<file path="src/lane_ecnt_pkg.sv">
package lane_ecnt_pkg;

    // Register map, byte addresses on the 12-bit configuration port
    localparam int ADDR_W = 12;
    localparam logic [11:0] ADDR_DEFRAMER_CTRL = 12'h475;
    localparam logic [11:0] ADDR_COUNT_CLEAR0 = 12'h480;
    localparam logic [11:0] ADDR_HOLD0 = 12'h488;
    localparam logic [11:0] ADDR_HOLD1 = 12'h489;
    localparam logic [11:0] ADDR_HOLD2 = 12'h48A;
    localparam logic [11:0] ADDR_COUNT_BASE = 12'h490;
    localparam logic [11:0] ADDR_IRQ_STATUS = 12'h4A0;
    localparam logic [11:0] ADDR_IRQ_MASK = 12'h4A1;
    localparam logic [11:0] ADDR_IRQ_STATUS_HI = 12'h4A2;
    localparam logic [11:0] ADDR_IRQ_MASK_HI = 12'h4A3;

    // Field positions and reset values
    localparam int SOFT_RESET_BIT = 3;
    localparam int BIT_UNEXP_CTRL = 2;
    localparam int BIT_NOT_IN_TABLE = 1;
    localparam int BIT_BAD_DISP = 0;
    localparam int ERR_TYPES = 3;
    localparam logic [2:0] HOLD_RESET = 3'h7;
    localparam logic [2:0] ENABLE_RESET = 3'h7;
    localparam logic [7:0] COUNT_TERMINAL = 8'hFF;
    localparam logic [7:0] DEFRAMER_RESET = 8'h00;
    localparam logic [7:0] MASK_RESET = 8'h00;

    // One lane's error indications for one received character
    typedef struct packed {
        logic unexpected_control_char_error;
        logic code_not_in_table_error;
        logic bad_disparity_error;
    } lane_err_t;

    // Register port request
    typedef struct packed {
        logic [11:0] addr;
        logic [7:0] wdata;
        logic wr;
        logic rd;
    } reg_req_t;

endpackage : lane_ecnt_pkg

</file>
<file path="src/lane_err_counter.sv">
module lane_err_counter (
    input wire logic i_clk,
    input wire logic i_reset_n,
    input wire logic i_ce,
    input wire logic i_enable,
    input wire logic i_hold,
    input wire logic i_clear,
    input wire logic i_error,
    output logic [7:0] o_count,
    output logic o_terminal
);
    import lane_ecnt_pkg::*;

    logic [7:0] count_q;
    logic [7:0] count_d;

    // Next count: clear wins, then saturate or wrap
    always_comb begin
        count_d = count_q;
        if (i_clear) begin
            count_d = 8'h00;
        end else if (i_enable && i_error) begin
            if (i_hold && count_q == COUNT_TERMINAL) begin
                count_d = count_q;
            end else begin
                count_d = count_q + 8'h01;
            end
        end
    end

    always_ff @(posedge i_clk or negedge i_reset_n) begin
        if (!i_reset_n) begin
            count_q <= 8'h00;
        end else if (i_ce) begin
            count_q <= count_d;
        end
    end

    assign o_count = count_q;
    assign o_terminal = i_enable && i_error && !i_clear && count_q == COUNT_TERMINAL;
endmodule : lane_err_counter

</file>
<file path="src/lane_error_counter_hold_ctrl.sv">
// How it works
// - With hold set, a counter stops at 0xFF until software clears it.
// - With hold clear, a counter wraps from 0xFF to zero and keeps counting.
// - Hold field bit 2 unexpected control, bit 1 not-in-table, bit 0 disparity.
// - Each hold field resets to 0x7, reads back, and is writable only while deframer soft reset is set.
// - One hold register per lane at 0x488..0x48A, bits 7..3 read zero.
// - A per-lane active-high clear field zeroes counters, releasing a held one.
module lane_error_counter_hold_ctrl #(
    parameter int LANES = 3
) (
    input wire logic i_clk,
    input wire logic i_reset_n,
    input wire logic i_ce,
    input wire lane_ecnt_pkg::reg_req_t i_req,
    input wire lane_ecnt_pkg::lane_err_t [LANES-1:0] i_lane_err,
    input wire logic [LANES-1:0] i_char_valid,
    output logic [7:0] o_rdata,
    output logic o_deframer_soft_reset,
    output logic o_irq
);
    import lane_ecnt_pkg::*;

    // Elaboration check: the map holds three lanes
    if (LANES < 1 || LANES > 3) begin : g_bad_lanes
        $error("LANES must be 1 to 3");
    end

    ////////////////////////////////////////////////////////////////////////////
    // Register state
    // Interrupt word width: one status bit per lane and error type
    localparam int STAT_W = LANES * ERR_TYPES;

    logic [2:0] hold_q [LANES];
    logic [2:0] hold_d [LANES];
    logic [5:0] ctrl_q [LANES];
    logic [5:0] ctrl_d [LANES];
    logic [7:0] defr_q;
    logic [7:0] defr_d;
    logic [STAT_W-1:0] stat_q;
    logic [STAT_W-1:0] stat_d;
    logic [STAT_W-1:0] mask_q;
    logic [STAT_W-1:0] mask_d;
    logic [7:0] rdata_q;
    logic [7:0] rdata_d;
    logic irq_q;
    logic irq_d;
    logic [7:0] count [LANES][ERR_TYPES];
    logic [STAT_W-1:0] term_evt;

    // Status and mask spread over two byte-wide registers each, padded to 16 bits
    logic [15:0] stat_view;
    logic [15:0] mask_view;
    logic [15:0] mask_wr;
    logic [15:0] clr_pad;

    // Decode of a write strobe to one register
    function automatic logic wr_hit(input reg_req_t r, input logic [11:0] a);
        wr_hit = r.wr && (r.addr == a);
    endfunction : wr_hit

    // Decode of a read strobe to one register
    function automatic logic rd_hit(input reg_req_t r, input logic [11:0] a);
        rd_hit = r.rd && (r.addr == a);
    endfunction : rd_hit

    ////////////////////////////////////////////////////////////////////////////
    // Counters per lane and error type
    for (genvar l = 0; l < LANES; l++) begin : g_lane
        logic [2:0] err;
        assign err = i_lane_err[l] & {3{i_char_valid[l]}};
        for (genvar t = 0; t < ERR_TYPES; t++) begin : g_type
            lane_err_counter u_cnt (
                .i_clk(i_clk),
                .i_reset_n(i_reset_n),
                .i_ce(i_ce),
                .i_enable(ctrl_q[l][3+t]),
                .i_hold(hold_q[l][t]),
                .i_clear(ctrl_q[l][t]),
                .i_error(err[t]),
                .o_count(count[l][t]),
                .o_terminal(term_evt[l*ERR_TYPES+t])
            );
        end
    end

    ////////////////////////////////////////////////////////////////////////////
    // Lane counter enables and clears
    always_comb begin
        for (int l = 0; l < LANES; l++) begin
            ctrl_d[l] = ctrl_q[l];
            // Clear bits stay set, holding the counters at zero, until written low
            if (wr_hit(i_req, ADDR_COUNT_CLEAR0 + 12'(l))) begin
                ctrl_d[l] = i_req.wdata[5:0];
            end
        end
    end

    always_ff @(posedge i_clk or negedge i_reset_n) begin
        if (!i_reset_n) begin
            for (int l = 0; l < LANES; l++) begin
                ctrl_q[l] <= {ENABLE_RESET, 3'h0};
            end
        end else if (i_ce) begin
            ctrl_q <= ctrl_d;
        end
    end

    ////////////////////////////////////////////////////////////////////////////
    // Hold fields
    always_comb begin
        for (int l = 0; l < LANES; l++) begin
            hold_d[l] = hold_q[l];
            // Locked unless the deframer is in soft reset; soft reset does not stop the counters, so a change here reaches them while counting
            if (wr_hit(i_req, ADDR_HOLD0 + 12'(l)) && defr_q[SOFT_RESET_BIT]) begin
                hold_d[l] = i_req.wdata[2:0];
            end
        end
    end

    always_ff @(posedge i_clk or negedge i_reset_n) begin
        if (!i_reset_n) begin
            for (int l = 0; l < LANES; l++) begin
                hold_q[l] <= HOLD_RESET;
            end
        end else if (i_ce) begin
            hold_q <= hold_d;
        end
    end

    ////////////////////////////////////////////////////////////////////////////
    // Deframer control register
    always_comb begin
        defr_d = defr_q;
        if (wr_hit(i_req, ADDR_DEFRAMER_CTRL)) begin
            defr_d = i_req.wdata;
        end
    end

    always_ff @(posedge i_clk or negedge i_reset_n) begin
        if (!i_reset_n) begin
            defr_q <= DEFRAMER_RESET;
        end else if (i_ce) begin
            defr_q <= defr_d;
        end
    end

    ////////////////////////////////////////////////////////////////////////////
    // Sticky status, mask and interrupt
    always_comb begin
        mask_wr = 16'(mask_q);
        clr_pad = 16'h0000;
        if (wr_hit(i_req, ADDR_IRQ_MASK)) begin
            mask_wr[7:0] = i_req.wdata;
        end
        if (wr_hit(i_req, ADDR_IRQ_MASK_HI)) begin
            mask_wr[15:8] = i_req.wdata;
        end
        // Reading a status byte clears only the bits that it showed
        if (rd_hit(i_req, ADDR_IRQ_STATUS)) begin
            clr_pad[7:0] = 8'hFF;
        end
        if (rd_hit(i_req, ADDR_IRQ_STATUS_HI)) begin
            clr_pad[15:8] = 8'hFF;
        end
        mask_d = mask_wr[STAT_W-1:0];
        // Set wins over read-clear in the same cycle
        stat_d = (stat_q & ~clr_pad[STAT_W-1:0]) | term_evt;
        irq_d = |(stat_d & mask_d);
    end

    always_ff @(posedge i_clk or negedge i_reset_n) begin
        if (!i_reset_n) begin
            mask_q <= '0;
            stat_q <= '0;
            irq_q <= 1'b0;
        end else if (i_ce) begin
            mask_q <= mask_d;
            stat_q <= stat_d;
            irq_q <= irq_d;
        end
    end

    ////////////////////////////////////////////////////////////////////////////
    // Read data, one cycle after the read strobe; unmapped addresses read zero
    assign stat_view = 16'(stat_q);
    assign mask_view = 16'(mask_q);

    always_comb begin
        rdata_d = 8'h00;
        if (rd_hit(i_req, ADDR_DEFRAMER_CTRL)) begin
            rdata_d = defr_q;
        end
        if (rd_hit(i_req, ADDR_IRQ_STATUS)) begin
            rdata_d = stat_view[7:0];
        end
        if (rd_hit(i_req, ADDR_IRQ_STATUS_HI)) begin
            rdata_d = stat_view[15:8];
        end
        if (rd_hit(i_req, ADDR_IRQ_MASK)) begin
            rdata_d = mask_view[7:0];
        end
        if (rd_hit(i_req, ADDR_IRQ_MASK_HI)) begin
            rdata_d = mask_view[15:8];
        end
        for (int l = 0; l < LANES; l++) begin
            if (rd_hit(i_req, ADDR_HOLD0 + 12'(l))) begin
                rdata_d = {5'h00, hold_q[l]};
            end
            if (rd_hit(i_req, ADDR_COUNT_CLEAR0 + 12'(l))) begin
                rdata_d = {2'h0, ctrl_q[l]};
            end
            for (int t = 0; t < ERR_TYPES; t++) begin
                if (rd_hit(i_req, ADDR_COUNT_BASE + 12'(l*4+t))) begin
                    rdata_d = count[l][t];
                end
            end
        end
    end

    always_ff @(posedge i_clk or negedge i_reset_n) begin
        if (!i_reset_n) begin
            rdata_q <= 8'h00;
        end else if (i_ce) begin
            rdata_q <= rdata_d;
        end
    end

    ////////////////////////////////////////////////////////////////////////////
    // Outputs straight from flip-flops
    assign o_rdata = rdata_q;
    assign o_deframer_soft_reset = defr_q[SOFT_RESET_BIT];
    assign o_irq = irq_q;
endmodule : lane_error_counter_hold_ctrl

</file>
<file path="config.mk">
export PLATFORM = sky130hd
export DESIGN_NAME = lane_error_counter_hold_ctrl
export DESIGN_NICKNAME = d
export VERILOG_FILES = /design/src/lane_ecnt_pkg.sv /design/src/lane_err_counter.sv /design/src/lane_error_counter_hold_ctrl.sv
export SDC_FILE = /design/constraint.sdc
export NUM_CORES = 1
export LEC_CHECK = 0
export ABC_CLOCK_PERIOD_IN_PS = 2400
export BUFFER_PORTS_ARGS = -buffer_cell sky130_fd_sc_hd__buf_2
export CAP_MARGIN = 5
export CORE_MARGIN = 5
export CORE_UTILIZATION = 55
export CTS_CLUSTER_SIZE = 30
export DETAILED_ROUTE_END_ITERATION = 8
export PLACE_DENSITY_LB_ADDON = 0.1
export SLEW_MARGIN = 40
export SYNTH_ARGS = -nofsm -noshare
export SYNTH_HDL_FRONTEND = slang
export SYNTH_SLANG_ARGS = --single-unit
export TNS_END_PERCENT = 10
</file>
<file path="constraint.sdc">
create_clock -name i_clk -period 2.4 [get_ports i_clk]
set_input_delay 0.24 -clock i_clk [delete_from_list [all_inputs] [get_ports i_clk]]
set_output_delay 0.24 -clock i_clk [all_outputs]
set_load 0.02 [all_outputs]
</file>
==> Flow_metrics.wiki <==
{| class="wikitable"
! Metric !! Value
|-
| Share of power burned in combinational logic || 7.6%
|-
| Total nets after synthesis || 929
|-
| Flop and latch count out of synthesis || 134
|-
| NetSw || 1.35 mW
|-
| Ratio of cells with drive above 1 in the final layout || 25.6%
|-
| Setup Total Neg Slack || 0 ns
|-
| Power Dens Cells || 525 mW/mm^2
|-
| Max Clk Rate || 436 MHz
|-
| Number of global-route vias before repair || 7933
|-
| Routability congestion estimate from global placement || 1.01
|-
| Placeable Area || 0.0146 mm^2
|-
| Post-CTS clock slew at the launch and capture registers of the worst setup and hold paths || 0.06 ns
|-
| Vias || 8148
|-
| Horizontal die dimension || 132 um
|-
| Total global routing track utilization || 33.7%
|-
| Global route overflow || 0
|-
| H-tree depth reported by CTS || 4
|-
| Leakage || 4.09 nW
|-
| Status || finished clean
|-
| Count of final max-slew check failures || 0
|-
| Ys Warns || 0
|-
| Wire length of the first global-routing pass || 46.2 mm
|-
| Starting density of the core || 56.2%
|-
| DRC viols || 0
|-
| Synth unique cells || 75
|-
| Netlist area before placement || 0.00820 mm^2
|-
| Total length of routed wires || 29.6 mm
|-
| Critical path class || in -> reg
|-
| Syn_area_per_cell || 9.28 um^2
|-
| Mapped Cells || 883
|-
| CTS Root Buffer Type || clkbuf_16
|-
| Relative contribution of sequential cells to total power || 45.0%
|-
| Share of Yosys cell area claimed by the top area cell type || 35.4%
|-
| Latest clock arrival within the worst-skew pair || 0.43 ns
|-
| Initial antenna violation count || 0
|-
| Relative slew slack || 59.3%
|-
| Floorplan die area || 0.0174 mm^2
|-
| Clock Power Share || 47.5%
|-
| # clock sinks || 134
|-
| Internal || 3.76 mW
|-
| DRC marker count from the first detailed-route iteration || 956
|-
| CP Data Required Time || 2.68 ns
|-
| Final total power || 5.11 mW
|-
| Number of optimization iterations in the first detailed-route pass || 5
|-
| Setup repair after global routing missed its margin || false
|-
| Final setup violation count || 0
|-
| Final Skew || 0.00953 ns
|-
| Final Cell Area || 0.00973 mm^2
|-
| EDFF count, synth || 0
|-
| Most frequent cell after synthesis || dfrtp_1
|-
| Count of instances resized after the clock tree is built || 0
|-
| Largest cells by area after synthesis || dfrtp_1 35%, mux2_2 6.6%, dfstp_2 5.8%
|-
| Number of top-level design ports || 47
|-
| Worst min path class || in -> reg
|-
| Share of flip-flops with an asynchronous set or reset || 100%
|-
| Switching power as a share of total power || 26.3%
|-
| CTS tree || yes
|-
| Number of endpoints with negative hold slack in the final report || 0
|-
| Number of buffers inserted during clock tree synthesis || 17
|-
| Placed Cells incl. Taps || 1153
|-
| Number of vias per cell || 6.87
|-
| Standard-cell row count || 44
|-
| Clock buffer depth || 2
|-
| Non-filler instance count after layout || 1186
|-
| Detailed-placement wirelength estimate || 22.3 mm
|-
| Kind of end point of the critical path || flop
|-
| Antenna cells || 0
|-
| Routed Antenna Nets || 0
|-
| Highest fanout seen on the critical path || 9
|-
| Buffers added on ports || 46
|-
| Area Growth Syn to Fin || 18.8%
|-
| Leading post-synthesis cells by instance count || 116 x dfrtp_1, 75 x o21ai_0, 70 x nand2_1, 52 x nor2_1, 51 x a21oi_1
|-
| Portion of the clock cycle consumed by the worst path in the final layout || 95.6%
|-
| Final-stage net count || 1035
|-
| Wirelength per Cell || 24.9 um
|-
| Transition time at the pin with the least slew margin || 0.607 ns
|-
| Arrival time of the worst setup path || 2.58 ns
|-
| Sequential share of the synthesized area || 41.2%
|-
| Most area-hungry cell type in the Yosys netlist || dfrtp_1
|-
| Post-layout minimum cycle time || 2.29 ns
|-
| CP startpoint kind || input port
|-
| Flip-flop cell with the highest count after synthesis || dfrtp_1
|-
| Die height || 132 um
|-
| Largest net degree at the start of global routing || 55
|-
| Instance area at placement || 0.00918 mm^2
|-
| Worst vdd ir || 483 uV
|-
| Max-capacitance violation count || 0
|}
per-layer routing:
metal / GRT usage (%) / wire [um] / vias to the layer above / part of all wire [%]
met4: 14.0 / 1280 / 0 / 4.3
met3: 9.77 / 2960 / 86 / 10
met1: 44.6 / 11900 / 3996 / 40
met5: 0 / 0 / - / 0
li1: - / - / 3575 / -
met2: 51.9 / 13500 / 491 / 46
logic make-up after synthesis:
family / share of synthesized area [%]
flip-flops: 41.2
XOR/XNOR: 3.53
buffers and inverters: 3.04
AND/OR/NAND/NOR: 23.8
multiplexers: 7.82
adder cells (fa/ha/maj): 1.37
AO/OA/AOI/OAI: 19.3
path summary, 6_finish.rpt:
path,startpoint,to,slack [ns],cells past startpoint
max in group asynchronous,i_reset_n,hold_q[6]$_DFFE_PN1P_,1.20,3
min in group asynchronous,i_reset_n,g_lane[1].g_type[0].u_cnt.o_count[0]$_DFFE_PN0P_,0.33,2
worst max register to register,g_lane[2].g_type[2].u_cnt.o_count[0]$_DFFE_PN0P_,o_irq$_DFFE_PN0P_,0.23,8
worst min register to register,stat_q[1]$_DFFE_PN0P_,stat_q[1]$_DFFE_PN0P_,0.52,2
worst min-delay path,i_req[8],defr_q[6]$_DFFE_PN0P_,0.08,2
worst max-delay path,i_req[11],o_irq$_DFFE_PN0P_,0.11,7
critical path: stages:
cell,delay [ns]
buf_2,0.12
or4b_1,0.69
nor4_2,0.30
buf_4,0.26
mux2_2,0.36
a221oi_1,0.46
a31oi_1,0.15
power groups by stage:
stage | clock network (mW) | logic [mW] | registers [mW]
final | 2.43 | 0.386 | 2.30
after global routing | 2.58 | 0.413 | 2.30
after CTS | 2.44 | 0.379 | 2.30
after detailed placement | 0 | 0.376 | 2.34
after global placement | 0 | 0.371 | 2.34
after floorplan | 0 | 0.144 | 2.34
flip-flops by register name (all words and copies together), names as in the netlist:
name                         cells
hold_q                           9
o_irq                            1
stat_q                           9
defr_q                           8
mask_q                           9
o_rdata                          8
ctrl_q                          18
g_lane.g_type.u_cnt.o_count     72
metrics by stage:
step	setup slack, ns	hold slack [ns]	util (%)
final	0.105	0.0789	66.7
after global routing	0.0693	0.0847	66.7
after CTS	0.143	0.0829	66.7
after detailed placement	-0.221	0.207	62.9
after global placement	-0.178	0.199	62.9
after floorplan	0.0792	-0.0556	-
layout make-up:
cell class / count / area [um^2]
Sequential cell: 134 / 3380
Multi-Input combinational cell: 684 / 4580
Fill cell: 1214 / 4860
Clock buffer: 19 / 443
Clock inverter: 13 / 100
Timing Repair Buffer: 138 / 955
Inverter: 14 / 52.6
Tap cell: 184 / 230
placed cells by master, fill, tap and decap left out, types with 20 or more instances in the layout:
cell	count
o21ai_0	75
buf_2	45
nor2_1	52
and3_1	21
buf_4	89
nand2_1	70
nand2b_1	22
nor4_1	21
dfrtp_1	116
nand4_1	32
mux2_2	48
a21oi_1	51
nor3_1	20
nand3_1	31
timing repair:
action                                 4_1_cts  5_1_grt
buffers inserted                             0        0
hold buffers                                 1        0
endpoints found under the hold margin       45        0
Note: power is estimated with default switching activity, not from simulation.
